===== src/alu_exec_params.svh =====
// Purpose: Named constants for the execute block and its register map
// Assumes: Included by bare name from every file except the package
// Notes:   Definitions only
`ifndef ALU_EXEC_PARAMS_SVH
`define ALU_EXEC_PARAMS_SVH

// Register byte offsets
`define OFF_CTRL        8'h00
`define OFF_OPA         8'h04
`define OFF_OPB         8'h08
`define OFF_SREG        8'h0c
`define OFF_PC          8'h10
`define OFF_ZPTR        8'h14
`define OFF_SP          8'h18
`define OFF_RETA        8'h1c
`define OFF_RESULT      8'h20
`define OFF_STATUS      8'h24

// Control word fields
`define CTRL_OP_MSB     4
`define CTRL_OP_LSB     0
`define CTRL_BIT_MSB    7
`define CTRL_BIT_LSB    5
`define CTRL_TWO_WORD   8
`define OP_COUNT        5'h1d

// Status flag positions
`define FLAG_C          0
`define FLAG_Z          1
`define FLAG_N          2
`define FLAG_V          3
`define FLAG_S          4
`define FLAG_H          5

// Data widths and sign positions
`define BYTE_MSB        7
`define NIB_MSB         3
`define WORD_MSB        15
`define WORD_K_MSB      5
`define JUMP_K_MSB      11

// Cycle counts
`define CYC_IDLE        2'h0
`define CYC_ONE         2'h1
`define CYC_TWO         2'h2
`define CYC_THREE       2'h3

// Program counter and stack steps
`define PC_STEP         16'h0001
`define PC_SKIP_ONE     16'h0002
`define PC_SKIP_TWO     16'h0003
`define STACK_STEP      16'h0002

// Bus encodings
`define HTRANS_ACTIVE   1
`define HSIZE_WORD      3'h2
`define ADDR_MSB        7
`define ADDR_LSB        0

`endif


===== src/alu_exec_pkg.sv =====
// Purpose: Types shared by the execute block
// Assumes: Operation codes follow declaration order from zero
// Notes:   Codes from OP_COUNT upward are illegal and ignored
package alu_exec_pkg;

  typedef enum logic [4:0] {
    OP_ADD,
    OP_ADD_CARRY,
    OP_WORD_PLUS_IMMEDIATE,
    OP_SUB,
    OP_DIFFERENCE_WITH_CONSTANT,
    OP_DIFFERENCE_REGS_WITH_BORROW,
    OP_DIFFERENCE_CONSTANT_WITH_BORROW,
    OP_WORD_MINUS_IMMEDIATE,
    OP_AND,
    OP_BITWISE_CONJUNCTION_CONST,
    OP_OR,
    OP_BITWISE_DISJUNCTION_CONST,
    OP_BITWISE_EXCLUSIVE_DISJUNCTION,
    OP_ONES_INVERT,
    OP_TWOS_INVERT,
    OP_MASK_BITS_HIGH,
    OP_MASK_BITS_LOW,
    OP_ZERO_MINUS_CHECK,
    OP_RELATIVE_GOTO,
    OP_POINTER_GOTO,
    OP_RELATIVE_SUBROUTINE_ENTRY,
    OP_POINTER_SUBROUTINE_ENTRY,
    OP_EQUAL_THEN_SKIP,
    OP_REGISTER_COMPARE,
    OP_COMPARE_WITH_BORROW,
    OP_COMPARE_IMMEDIATE,
    OP_SKIP_REG_BIT_LOW,
    OP_SKIP_REG_BIT_HIGH,
    OP_SKIP_IO_BIT_LOW
  } op_e;

  typedef struct packed {
    logic        dataPhase;
    logic        dpWrite;
    logic        dpWordSize;
    logic [7:0]  dpAddr;
    logic        rdWait;
    logic [31:0] rdData;
    op_e         lastOp;
    logic [2:0]  bitSel;
    logic        twoWord;
    logic [15:0] opA;
    logic [15:0] opB;
    logic [7:0]  sreg;
    logic [15:0] pc;
    logic [15:0] zPtr;
    logic [15:0] sp;
    logic [15:0] retAddr;
    logic [15:0] result;
    logic [1:0]  busyCnt;
    logic [1:0]  lastCycles;
    logic        skipped;
  } state_s;

endpackage


===== src/alu_byte_arith.sv =====
// Purpose: Byte adder and subtractor with status flag terms
// Assumes: Borrow enters as carryIn when subtract is high
// Notes:   Purely combinational
`include "alu_exec_params.svh"

module alu_byte_arith (
  input  wire logic [7:0] a,
  input  wire logic [7:0] b,
  input  wire logic       carryIn,
  input  wire logic       subtract,
  output logic      [7:0] sum,
  output logic            halfCarry,
  output logic            overflow,
  output logic            carryOut,
  output logic            negative,
  output logic            zero
);

  logic [7:0] cinByte;
  logic       a7, b7, r7, a3, b3, r3;

  assign cinByte = {7'h00, carryIn};
  assign sum = subtract ? (a - b - cinByte) : (a + b + cinByte);
  assign a7 = a[`BYTE_MSB];
  assign b7 = b[`BYTE_MSB];
  assign r7 = sum[`BYTE_MSB];
  assign a3 = a[`NIB_MSB];
  assign b3 = b[`NIB_MSB];
  assign r3 = sum[`NIB_MSB];

  // Borrow terms mirror the carry terms with the minuend and the result inverted
  assign halfCarry = subtract ? ((~a3 & b3) | (b3 & r3) | (r3 & ~a3))
                              : ((a3 & b3) | (b3 & ~r3) | (~r3 & a3));
  assign carryOut  = subtract ? ((~a7 & b7) | (b7 & r7) | (r7 & ~a7))
                              : ((a7 & b7) | (b7 & ~r7) | (~r7 & a7));
  assign overflow  = subtract ? ((a7 & ~b7 & ~r7) | (~a7 & b7 & r7))
                              : ((a7 & b7 & ~r7) | (~a7 & ~b7 & r7));
  assign negative  = r7;
  assign zero      = (sum == 8'h00);

endmodule // alu_byte_arith


===== src/alu_branch_execute.sv =====
// Purpose: Executes arithmetic, logic, jump, call, compare and skip ops
// Assumes: Single AHB-Lite slave, hready is this slave's hreadyout
// Notes:   A control write while idle starts one operation on the held operands
//
// Contract
// (RL1) Register add, with carry, five flags, one cycle
// (RL2) Word plus immediate, Z C N V S, two cycles
// (RL3) Word minus immediate, Z C N V S, two cycles
// (RL4) Subtract register or constant, five flags, one cycle
// (RL5) Subtract with borrow also removes carry
// (RL6) AND OR XOR store result, Z N V
// (RL7) Two's and one's complement with their flags
// (RL8) Set bits ORs mask, Z N V, one cycle
// (RL9) Clear bits ANDs inverted mask, one cycle
// (RL10) Zero-minus check leaves value, sets Z N V
// (RL11) Relative or pointer jump, two cycles, no flags
// (RL12) Calls save return address, three cycles
// (RL13) Equal-then-skip: one, two or three cycles
// (RL14) Compares set five flags, no writeback
// (RL15) Skip when register bit is clear
// (RL16) Skip when register bit is set, no flags
// (RL17) Skip when I/O bit is clear, no flags
// (RL18) Sign equals negative XOR overflow; S is only updated by the word plus and minus immediate ops
`include "alu_exec_params.svh"

module alu_branch_execute (
  input  wire logic                mclk,
  input  wire logic                reset,
  input  wire logic                hsel,
  input  wire logic [31:0]         haddr,
  input  wire logic [1:0]          htrans,
  input  wire logic                hwrite,
  input  wire logic [2:0]          hsize,
  input  wire logic [31:0]         hwdata,
  input  wire logic                hready,
  output logic                     hreadyout,
  output logic                     hresp,
  output logic      [31:0]         hrdata,
  input  wire logic [7:0]          ioValue,
  output logic                     busy,
  output alu_exec_pkg::op_e        activeOp
);

  import alu_exec_pkg::*;

  state_s      st, next_st;
  logic        start, newTwoWord, isSubOp, useCarry;
  op_e         newOp;
  logic [2:0]  newBit;
  logic [7:0]  arithA, arithB;
  logic [7:0]  arithSum;
  logic        arithH, arithV, arithC, arithN, arithZ;
  logic [15:0] wordK, wordSum, wordDiff, pcRel;
  logic [31:0] readMux;

  assign newOp      = op_e'(hwdata[`CTRL_OP_MSB:`CTRL_OP_LSB]);
  assign newBit     = hwdata[`CTRL_BIT_MSB:`CTRL_BIT_LSB];
  assign newTwoWord = hwdata[`CTRL_TWO_WORD];
  assign start = st.dataPhase && st.dpWrite && st.dpWordSize
              && (st.dpAddr == `OFF_CTRL) && (st.busyCnt == `CYC_IDLE)
              && (hwdata[`CTRL_OP_MSB:`CTRL_OP_LSB] < `OP_COUNT);

  assign isSubOp = newOp inside {OP_SUB, OP_DIFFERENCE_WITH_CONSTANT,
    OP_DIFFERENCE_REGS_WITH_BORROW, OP_DIFFERENCE_CONSTANT_WITH_BORROW,
    OP_TWOS_INVERT, OP_REGISTER_COMPARE, OP_COMPARE_WITH_BORROW,
    OP_COMPARE_IMMEDIATE};
  assign useCarry = newOp inside {OP_ADD_CARRY,
    OP_DIFFERENCE_REGS_WITH_BORROW, OP_DIFFERENCE_CONSTANT_WITH_BORROW,
    OP_COMPARE_WITH_BORROW};
  // Two's complement runs as zero minus the register
  assign arithA = (newOp == OP_TWOS_INVERT) ? 8'h00 : st.opA[7:0];
  assign arithB = (newOp == OP_TWOS_INVERT) ? st.opA[7:0] : st.opB[7:0];
  alu_byte_arith u_arith (
    .a         (arithA),
    .b         (arithB),
    .carryIn   (useCarry & st.sreg[`FLAG_C]),
    .subtract  (isSubOp),
    .sum       (arithSum),
    .halfCarry (arithH),
    .overflow  (arithV),
    .carryOut  (arithC),
    .negative  (arithN),
    .zero      (arithZ)
  );

  assign wordK    = {10'h000, st.opB[`WORD_K_MSB:0]};
  assign wordSum  = st.opA + wordK;
  assign wordDiff = st.opA - wordK;
  assign pcRel    = st.pc + {{4{st.opB[`JUMP_K_MSB]}},
                             st.opB[`JUMP_K_MSB:0]} + `PC_STEP;

  always_comb begin
    unique case (st.dpAddr)
      `OFF_CTRL:   readMux = {23'h000000, st.twoWord, st.bitSel, st.lastOp};
      `OFF_OPA:    readMux = {16'h0000, st.opA};
      `OFF_OPB:    readMux = {16'h0000, st.opB};
      `OFF_SREG:   readMux = {24'h000000, st.sreg};
      `OFF_PC:     readMux = {16'h0000, st.pc};
      `OFF_ZPTR:   readMux = {16'h0000, st.zPtr};
      `OFF_SP:     readMux = {16'h0000, st.sp};
      `OFF_RETA:   readMux = {16'h0000, st.retAddr};
      `OFF_RESULT: readMux = {16'h0000, st.result};
      `OFF_STATUS: readMux = {28'h0000000, st.lastCycles, st.skipped,
                              busy};
      default:     readMux = 32'h00000000;
    endcase
  end

  always_comb begin
    logic [7:0]  lres;
    logic        wV;
    logic        wC;
    logic [15:0] wRes;
    logic        skipCond;
    logic [1:0]  cyc;
    lres     = 8'h00;
    wV       = 1'b0;
    wC       = 1'b0;
    wRes     = 16'h0000;
    skipCond = 1'b0;
    cyc      = `CYC_ONE;
    next_st  = st;
    if (st.busyCnt != `CYC_IDLE) begin
      next_st.busyCnt = st.busyCnt - `CYC_ONE;
    end
    // Reads take one wait state so a preceding write is seen
    if (st.rdWait) begin
      next_st.rdWait = 1'b0;
      next_st.rdData = readMux;
    end
    if (hready) begin
      next_st.dataPhase  = hsel && htrans[`HTRANS_ACTIVE];
      next_st.dpWrite    = hwrite;
      next_st.dpWordSize = (hsize == `HSIZE_WORD);
      next_st.dpAddr     = haddr[`ADDR_MSB:`ADDR_LSB];
      next_st.rdWait     = hsel && htrans[`HTRANS_ACTIVE] && !hwrite;
    end
    if (st.dataPhase && st.dpWrite && st.dpWordSize) begin
      unique case (st.dpAddr)
        `OFF_OPA:  next_st.opA  = hwdata[15:0];
        `OFF_OPB:  next_st.opB  = hwdata[15:0];
        `OFF_SREG: next_st.sreg = hwdata[7:0];
        `OFF_PC:   next_st.pc   = hwdata[15:0];
        `OFF_ZPTR: next_st.zPtr = hwdata[15:0];
        `OFF_SP:   next_st.sp   = hwdata[15:0];
        default: ;
      endcase
    end
    if (start) begin
      next_st.lastOp  = newOp;
      next_st.bitSel  = newBit;
      next_st.twoWord = newTwoWord;
      next_st.skipped = 1'b0;
      next_st.pc      = st.pc + `PC_STEP;
      unique case (newOp)
        OP_ADD, OP_ADD_CARRY, OP_SUB, OP_DIFFERENCE_WITH_CONSTANT,
        OP_DIFFERENCE_REGS_WITH_BORROW, OP_DIFFERENCE_CONSTANT_WITH_BORROW,
        OP_TWOS_INVERT, OP_REGISTER_COMPARE, OP_COMPARE_WITH_BORROW,
        OP_COMPARE_IMMEDIATE: begin
          next_st.sreg[`FLAG_H] = arithH; // RL1 RL4 RL5 RL7 RL14
          next_st.sreg[`FLAG_V] = arithV;
          next_st.sreg[`FLAG_C] = arithC;
          next_st.sreg[`FLAG_N] = arithN;
          next_st.sreg[`FLAG_Z] = arithZ;
          next_st.result = {8'h00, arithSum};
          if (!(newOp inside {OP_REGISTER_COMPARE, OP_COMPARE_WITH_BORROW,
                              OP_COMPARE_IMMEDIATE})) begin
            next_st.opA[7:0] = arithSum; // RL1 RL4 RL5 RL7
          end
        end
        OP_WORD_PLUS_IMMEDIATE, OP_WORD_MINUS_IMMEDIATE: begin
          if (newOp == OP_WORD_PLUS_IMMEDIATE) begin
            wRes = wordSum; // RL2
            wV = ~st.opA[`WORD_MSB] & wordSum[`WORD_MSB];
            wC = ~wordSum[`WORD_MSB] & st.opA[`WORD_MSB];
          end else begin
            wRes = wordDiff; // RL3
            wV = st.opA[`WORD_MSB] & ~wordDiff[`WORD_MSB];
            wC = wordDiff[`WORD_MSB] & ~st.opA[`WORD_MSB];
          end
          next_st.opA    = wRes;
          next_st.result = wRes;
          next_st.sreg[`FLAG_V] = wV;
          next_st.sreg[`FLAG_C] = wC;
          next_st.sreg[`FLAG_N] = wRes[`WORD_MSB];
          next_st.sreg[`FLAG_Z] = (wRes == 16'h0000);
          next_st.sreg[`FLAG_S] = wRes[`WORD_MSB] ^ wV; // RL18
          cyc = `CYC_TWO; // RL2 RL3
        end
        OP_AND, OP_BITWISE_CONJUNCTION_CONST, OP_OR,
        OP_BITWISE_DISJUNCTION_CONST, OP_BITWISE_EXCLUSIVE_DISJUNCTION,
        OP_ONES_INVERT, OP_MASK_BITS_HIGH, OP_MASK_BITS_LOW,
        OP_ZERO_MINUS_CHECK: begin
          unique case (newOp)
            OP_AND, OP_BITWISE_CONJUNCTION_CONST:
              lres = st.opA[7:0] & st.opB[7:0]; // RL6
            OP_OR, OP_BITWISE_DISJUNCTION_CONST, OP_MASK_BITS_HIGH:
              lres = st.opA[7:0] | st.opB[7:0]; // RL6 RL8
            OP_BITWISE_EXCLUSIVE_DISJUNCTION:
              lres = st.opA[7:0] ^ st.opB[7:0]; // RL6
            OP_ONES_INVERT:
              lres = 8'hff - st.opA[7:0]; // RL7
            OP_MASK_BITS_LOW:
              lres = st.opA[7:0] & (8'hff - st.opB[7:0]); // RL9
            default:
              lres = st.opA[7:0] & st.opA[7:0]; // RL10
          endcase
          next_st.opA[7:0] = lres;
          next_st.result   = {8'h00, lres};
          next_st.sreg[`FLAG_V] = 1'b0; // RL6 RL8 RL9 RL10
          next_st.sreg[`FLAG_N] = lres[`BYTE_MSB];
          next_st.sreg[`FLAG_Z] = (lres == 8'h00);
          if (newOp == OP_ONES_INVERT) begin
            next_st.sreg[`FLAG_C] = 1'b1; // RL7
          end
        end
        OP_RELATIVE_GOTO, OP_POINTER_GOTO: begin
          next_st.pc = (newOp == OP_RELATIVE_GOTO) ? pcRel : st.zPtr; // RL11
          cyc = `CYC_TWO; // RL11
        end
        OP_RELATIVE_SUBROUTINE_ENTRY, OP_POINTER_SUBROUTINE_ENTRY: begin
          next_st.retAddr = st.pc + `PC_STEP; // RL12
          next_st.sp      = st.sp - `STACK_STEP;
          next_st.pc = (newOp == OP_RELATIVE_SUBROUTINE_ENTRY)
                     ? pcRel : st.zPtr; // RL12
          cyc = `CYC_THREE; // RL12
        end
        default: begin
          unique case (newOp)
            OP_EQUAL_THEN_SKIP:
              skipCond = (st.opA[7:0] == st.opB[7:0]); // RL13
            OP_SKIP_REG_BIT_LOW:
              skipCond = !st.opA[newBit]; // RL15
            OP_SKIP_REG_BIT_HIGH:
              skipCond = st.opA[newBit]; // RL16
            default:
              skipCond = !ioValue[newBit]; // RL17
          endcase
          if (skipCond) begin
            next_st.pc = st.pc + (newTwoWord ? `PC_SKIP_TWO
                                             : `PC_SKIP_ONE);
            cyc = newTwoWord ? `CYC_THREE : `CYC_TWO; // RL13 RL15 RL16
            next_st.skipped = 1'b1;
          end
        end
      endcase
      next_st.busyCnt    = cyc;
      next_st.lastCycles = cyc;
    end
  end

  always_ff @(posedge mclk) begin
    if (reset) begin
      st <= '0;
    end else begin
      st <= next_st;
    end
  end

  assign hreadyout = !st.rdWait;
  assign hresp     = 1'b0;
  assign hrdata    = st.rdData;
  assign busy      = (st.busyCnt != `CYC_IDLE);
  assign activeOp  = st.lastOp;
endmodule // alu_branch_execute


===== config.mk =====
export PLATFORM = sky130hd
export DESIGN_NAME = alu_branch_execute
export DESIGN_NICKNAME = d
export VERILOG_FILES = /design/src/alu_exec_pkg.sv /design/src/alu_byte_arith.sv /design/src/alu_branch_execute.sv
export VERILOG_INCLUDE_DIRS = /design/src
export SDC_FILE = /design/constraint.sdc
export NUM_CORES = 1
export LEC_CHECK = 0
export BUFFER_PORTS_ARGS = -buffer_cell sky130_fd_sc_hd__buf_2
export CORE_UTILIZATION = 35
export CTS_CLUSTER_DIAMETER = 80
export CTS_CLUSTER_SIZE = 40
export DETAILED_ROUTE_END_ITERATION = 10
export GPL_ROUTABILITY_DRIVEN = 0
export SLEW_MARGIN = 20
export SYNTH_ARGS = -nofsm -noshare
export SYNTH_HDL_FRONTEND = slang
export SYNTH_SLANG_ARGS = --single-unit

===== constraint.sdc =====
create_clock -name mclk -period 5.16 [get_ports mclk]
set_clock_uncertainty 0.2 [all_clocks]
set_input_delay 0.516 -clock mclk [delete_from_list [all_inputs] [get_ports mclk]]
set_output_delay 0.516 -clock mclk [all_outputs]
set_load 0.03 [all_outputs]

==> run summary, run 1 <==
status = complete, no violations
total of max-cap violations = 0
CTS H-tree depth = 4
critical path data arrival time = 4.43 ns
Setup crit end = st[76]$_SDFFE_PP0P_
Mapped Area = 12650 sq um
Initial Util = 35.57%
sw power = 0.7890 mW
Post-synth EDFFs = 0
Critical Path Max Stage Delay = 0.65 ns
switch share = 27.12%
Final ANT Viol Nets = 0
drt total wl = 47.62 mm
Worst VDD drop = 0.2036 mV
Post-CTS Resized = 0
clock buffer depth = 2
port bufs = 63
clock-pin slew on the worst setup and hold paths = 0.07 ns
Adder-Cell Fraction of Synth Area = 7.436%
Worst Path Max Fanout = 15
Async SR Flop Fraction = 0%
GR Util met3 = 4.403%
Tcrit/Tclk final = 83.01%
All-Layer GR Usage = 25.77%
Synth Area in XOR/XNOR = 3.461%
Final nets = 1820
Synth warnings = 0
multiplexer area fraction after synthesis = 5.241%
Final Max Tran Viols = 0
drt drc = 0
dominant synthesized flop cell = dfxtp_1
drt pass-1 iters = 6
Worst Slack Setup Final = 0.8768 ns
Yosys reg bits = 162
Worst-Margin Slew = 0.8903 ns
CTS tree = done
HPWL after DPL = 35.16 mm
Req. time, crit path = 5.31 ns
DIE AREA = 36920 sq um
CTS hold repair buffers = 0
path depth of the worst reg2reg path = 10
crit path cell chain = inv_1 -> ha_1 -> or3_1 -> nor3_1 -> o22ai_1 -> a41oi_4 -> and3_1 -> a221oi_2 -> o2111a_1 -> a311oi_2
register area share after synthesis = 25.63%
DR WL/cell = 22.26 um
FILL cells = 3689
CP Buf/Inv Count = 1
Setup crit start kind = register
Power Dens Cells = 211.0 nW/um^2
Syn Area/Cell = 7.536 sq um
Place WS = 0.5281 ns
Worst-Skew Late Latency = 0.44 ns
height of the chip = 192.1 um
RSZ-0062 raised after global routing = false
first-pass GRT wire length = 72.38 mm
Post CTS Setup Buffer Count = 0
Reg power frac = 43.6%
Max Clk Rate = 0.2335 GHz
initial DRC count = 1681
DIE WIDTH = 192.1 um
crit path time final = 4.283 ns
P_int = 2.120 mW
drt via density = 6.133
Clock Power Share = 44.8%
Core Box Area = 35570 sq um
number of cells on the critical path = 10
r2r startpoint = st[97]$_SDFFE_PP0P_
Comb pwr share = 11.6%
distinct cell type count after synthesis = 91
CP Launch Point = st[97]$_SDFFE_PP0P_
antenna violations before repair = 1
Leak Pwr = 5.071 nW
number of global-route vias before repair = 12130
share of post-route cells with drive strength above 1 = 11.03%
Top Ports = 122
Antenna diodes = 0
largest net degree at the start of global routing = 59
Hold Fails Final Rpt = 0
standard-cell rows = 69
GRT overflow = 0
largest family of logic cells by synthesized area = compound AO/OA/AOI/OAI gates
r2r endpoint = st[76]$_SDFFE_PP0P_
footprint of the multi-input gates = 8469 sq um
R2R Setup Slk = 0.88 ns
FF/Latch Area = 3244 sq um
Hold Path Class = in2reg
grt peak-use layer = met2
clock root cell = clkbuf_16
Simple-Gate Fraction of Synth Area = 22.16%
area grow syn2layout = 8.988%
Crit-path slowest cell = dfxtp_1
clock sink total = 162
Crit. End Element = register
GRT met2 Usage = 39.85%
TNS Setup = 0 ns
routed via count = 13120
final setup fails = 0
CTS Buf Count = 17
Rel. slew slack = 40.47%
GRT met1 Usage = 33.90%
Top Family by Delay on Critical Path = simple AND/OR/NAND/NOR gates
Syn Inst Count = 1679
CP Class = reg2reg
complex-gate fraction of the synthesized area = 27.87%
stage by stage:
step / power, mW / instance area (sq um) / hold WS, ns / instances / utilization, %
CTS: 2.909 / 13790 / 0.1163 / 2139 / 38.77
detailed placement: 1.625 / 13210 / 0.2496 / 2109 / 37.14
finish: 2.909 / 13790 / 0.1218 / 2139 / 38.77
floorplan: 1.525 / 12710 / 0.2313 / 1695 / -
global route: 2.991 / 13790 / 0.1309 / 2139 / 38.77
global placement: 1.621 / 13210 / 0.2419 / 2109 / 37.14
worst min-delay path by stage:
stage                              from                    to  cells after the start
floorplan           st[18]$_SDFFE_PP0P_   st[18]$_SDFFE_PP0P_                      2
global placement    st[25]$_SDFFE_PP0P_   st[25]$_SDFFE_PP0P_                      2
detailed placement  st[25]$_SDFFE_PP0P_   st[25]$_SDFFE_PP0P_                      2
CTS                            haddr[6]  st[173]$_SDFFE_PP0P_                      3
global route                   haddr[7]  st[174]$_SDFFE_PP0P_                      3
finish                         haddr[3]  st[170]$_SDFFE_PP0P_                      3
cell usage after synthesis, types with 38 or more instances:
| cell type | instances | area [sq um] |
|---|---|---|
| nor2_1 | 129 | 484.2 |
| nand2_1 | 244 | 915.9 |
| a21oi_1 | 174 | 870.8 |
| inv_1 | 64 | 240.2 |
| dfxtp_1 | 162 | 3243 |
| mux2i_1 | 46 | 460.4 |
| nand3_1 | 42 | 210.2 |
| ha_1 | 64 | 800.8 |
| a221oi_1 | 38 | 332.8 |
| o21ai_0 | 73 | 365.4 |
| clkbuf_1 | 85 | 319.1 |
| buf_4 | 42 | 315.3 |
cell usage in the layout (no fill, tap or decap), types with 5 or more instances in the layout:
cell type and count:
o21a_1 13, a211oi_1 29, a22oi_1 12, dfxtp_1 161, a21o_1 10, o311ai_0 6
or3_1 13, or4_1 5, nor4_1 9, nand2_1 244, ha_1 64, a221oi_1 38
fa_1 7, or2_2 5, mux2_2 10, clkbuf_16 17, o21ai_0 73, nand3_1 42
xnor2_1 30, buf_4 48, nand2b_1 23, buf_2 62, inv_1 64, a31oi_1 24
conb_1 17, a311oi_1 8, o221ai_1 13, xor2_1 20, o211ai_1 16, nor2b_1 17
and2_1 10, a222oi_1 19, a221o_1 8, mux2i_1 46, o31ai_1 6, nor2_1 129
a21oi_1 174, nor3_1 32, and3_1 22, nand4_1 8
worst register-to-register path: stages, from the launching register on:
cell and delay [ns]:
dfxtp_1 0.65, inv_1 0.14, ha_1 0.44, or3_1 0.51, nor3_1 0.32, o22ai_1 0.18
a41oi_4 0.50, and3_1 0.60, a221oi_2 0.15, o2111a_1 0.28, a311oi_2 0.22
sequential cells by signal, indices dropped and copies added (netlist names):
register and cells:
activeOp 5, hrdata 16, st 141
layout make-up:
type | count | share of cell area, %
Sequential cell | 162 | 23.53
Timing Repair Buffer | 110 | 4.863
Clock inverter | 9 | 0.9526
Clock buffer | 21 | 3.266
Multi-Input combinational cell | 1310 | 61.41
Inverter | 66 | 1.796
Tap cell | 461 | 4.183
power by group through the flow:
stage	sequential, mW	clock (mW)	combinational (mW)
2_1_floorplan	1.29	0	0.231
3_3_place_gp	1.30	0	0.325
3_5_place_dp	1.30	0	0.329
4_1_cts	1.27	1.31	0.329
5_1_grt	1.27	1.37	0.355
6_report	1.27	1.30	0.337
layer usage:
metal	wire length, um	share of wire (%)	vias to the layer above
li1	-	-	6049
met1	19720	41	6262
met2	21100	44	674
met3	4260	8.9	134
met4	2538	5.3	0
met5	0	0	-
cells by family (layout without fill, tap and decap cells):
logic type                 count (synthesis)  count (layout)
AOI/OAI and AO/OA                        518             518
xor gates and xnor gates                  50              50
adders and majority gates                 71              71
buffers and inverters                    223             206
DFF                                      162             162
muxes                                     60              60
other                                      1              17
and+or+nand+nor                          594             594
Note: power is estimated with default switching activity, not from simulation.
==> inputs of run 2 (changes only) <==
Clock period 5.16 ns to 4.06 ns, I/O delays scaled along.
==> run 2 against run 1 <==
Compared with the run above:
- global-route usage is 0.18 points lower
- count of clock-buffer cells in the layout is 2 higher
- core utilization is 1.1 points higher
- first-iteration DRC count is 2.4% lower
- via count is 1.6% higher
- sequential share of layout area is 0.65 points lower
- sequential power is 27% higher
- combinational power is 33% higher
- non-clock buffer count is 39 higher
- setup slack worse by 0.61 ns
- final area is 2.8% higher
- clock power is 28% higher
- highest routed layer unchanged
==> run summary, run 2 (synthesized netlist as in run 1, its figures left out) <==
Worst Slack Setup Final = 0.2709 ns (-0.6059 ns)
clock-pin slew on the worst setup and hold paths = 0.07 ns (about the same)
Leak Pwr = 5.316 nW (+4.8%)
CTS Buf Count = 17 (unchanged)
DIE WIDTH = 192.1 um (unchanged)
clock root cell = clkbuf_16
routed via count = 13330 (+1.6%)
r2r endpoint = st[80]$_SDFFE_PP0P_
Antenna diodes = 0 (unchanged)
CP Class = reg2reg
most frequent cells in the layout = nand2_1, a21oi_1, dfxtp_1, nor2_1, buf_4
most common cell after layout, fill and taps aside = nand2_1
Core Box Area = 35570 sq um (unchanged)
Crit. End Element = register
critical path data arrival time = 3.98 ns (-0.45 ns)
Final nets = 1859 (+2.1%)
GRT overflow = 0 (unchanged)
Worst VDD drop = 0.2697 mV (+32%)
Rel. slew slack = 34.75% (-5.7 points)
Worst-Margin Slew = 0.9787 ns (+0.08836 ns)
drt drc = 0 (unchanged)
All-Layer GR Usage = 25.59% (-0.18 points)
clock buffer depth = 2 (unchanged)
Cell Area, Placed = 13580 sq um (+2.8%)
FILL cells = 3671 (-0.49%)
Setup crit start kind = register
Req. time, crit path = 4.25 ns (-1.06 ns)
Post-CTS Resized = 0 (unchanged)
CTS H-tree depth = 4 (unchanged)
Top Ports = 122 (unchanged)
design area = 14170 sq um (+2.8%)
initial DRC count = 1641 (-2.4%)
share of post-route cells with drive strength above 1 = 13.61% (+2.6 points)
path depth of the worst reg2reg path = 11 (+1)
Worst-Skew Late Latency = 0.45 ns (about the same)
standard-cell rows = 69 (unchanged)
height of the chip = 192.1 um (unchanged)
Hold Path Class = in2reg
DR WL/cell = 21.58 um (-3.1%)
status = complete, no violations
port bufs = 63 (unchanged)
CP Launch Point = st[93]$_SDFFE_PP0P_
crit path time final = 3.789 ns (-0.4941 ns)
number of global-route vias before repair = 12230 (+0.80%)
Final ANT Viol Nets = 0 (unchanged)
CTS tree = done
total of max-cap violations = 0 (unchanged)
DP Cell Count = 2148 (+1.8%)
FF/Latch Area = 3243 sq um (about the same)
final setup fails = 0 (unchanged)
HPWL after DPL = 34.94 mm (-0.63%)
Place WS = 0.008384 ns (-0.5198 ns)
Biggest register = st
Max Clk Rate = 0.2639 GHz (+13%)
Tcrit/Tclk final = 93.33% (+10 points)
first-pass GRT wire length = 72.31 mm (about the same)
DIE AREA = 36920 sq um (unchanged)
antenna violations before repair = 0 (-1)
Non-Filler Instances = 2180 (+1.9%)
R2R Setup Slk = 0.27 ns (-0.61 ns)
clock sink total = 162 (unchanged)
r2r startpoint = st[93]$_SDFFE_PP0P_
RSZ-0062 raised after global routing = false
Post CTS Setup Buffer Count = 0 (unchanged)
Hold Fails Final Rpt = 0 (unchanged)
drt pass-1 iters = 6 (unchanged)
area grow syn2layout = 12.02%
drt total wl = 47.05 mm (-1.2%)
Power Dens Cells = 263.0 nW/um^2 (+25%)
drt via density = 6.113 (-0.33%)
largest net degree at the start of global routing = 87 (+47%)
WHS = 0.006916 ns (-0.1149 ns)
Pwr Total = 3.728 mW (+28%)
max reg flops = 141 (unchanged)
Initial Util = 35.57% (unchanged)
Final Max Tran Viols = 0 (unchanged)
footprint of the multi-input gates = 8527 sq um (+0.68%)
Setup crit end = st[80]$_SDFFE_PP0P_
Util after Layout = 39.85% (+1.1 points)
CTS hold repair buffers = 0 (unchanged)
TNS Setup = 0 ns (unchanged)
Worst Path Max Fanout = 8 (-7)
run 2: cell types whose count changed in the layout (fill, tap and decap cells not counted), sizes merged:
cell      previous run  this run
clkinv               4         7
bufinv               3         2
clkinvlp             3         2
buf                110       149
inv                 65        64
clkbuf              21        23
run 2: critical path, stage by stage, from the launching register on:
cell and delay, ns:
dfxtp_1 0.61, inv_1 0.21, ha_1 0.41, or4_1 0.42, nor3_1 0.24, o22ai_1 0.17, a41oi_4 0.36, and3_1 0.42
buf_4 0.23, a222oi_1 0.08, o221ai_1 0.23, a21o_1 0.14
run 2: worst min path at each step:
stage	start	endpoint	slack, ns	cells past startpoint
CTS	haddr[0]	st[167]$_SDFFE_PP0P_	0.0006	3
global placement	st[0]$_SDFFE_PP0P_	st[0]$_SDFFE_PP0P_	0.24	2
detailed placement	st[125]$_SDFFE_PP0P_	st[125]$_SDFFE_PP0P_	0.25	2
floorplan	st[18]$_SDFFE_PP0P_	st[18]$_SDFFE_PP0P_	0.23	2
finish	haddr[0]	st[167]$_SDFFE_PP0P_	0.007	3
global route	haddr[6]	st[173]$_SDFFE_PP0P_	0.02	3
run 2: layout make-up:
| class | count | area share, % |
|---|---|---|
| Multi-Input combinational cell | 1310 | 60.16 |
| Inverter | 66 | 1.748 |
| Timing Repair Buffer | 149 | 6.973 |
| Sequential cell | 162 | 22.88 |
| Tap cell | 461 | 4.069 |
| Clock buffer | 23 | 3.443 |
| Clock inverter | 9 | 0.7326 |
run 2: layer usage:
metal	GRT usage (%)	up-vias	share of wire, %
met1	34.34	6358	42
met5	0	-	0
met3	3.362	117	8.4
li1	-	6136	-
met2	40.90	715	46
met4	10.87	0	3.7
run 2: report_power, final:
part / leakage (nW) / switching (mW) / total (mW) / internal (mW)
sequential: 1.31 / 0.0101 / 1.61 / 1.60
clock: 0.289 / 0.700 / 1.67 / 0.968
combinational: 3.72 / 0.317 / 0.448 / 0.131
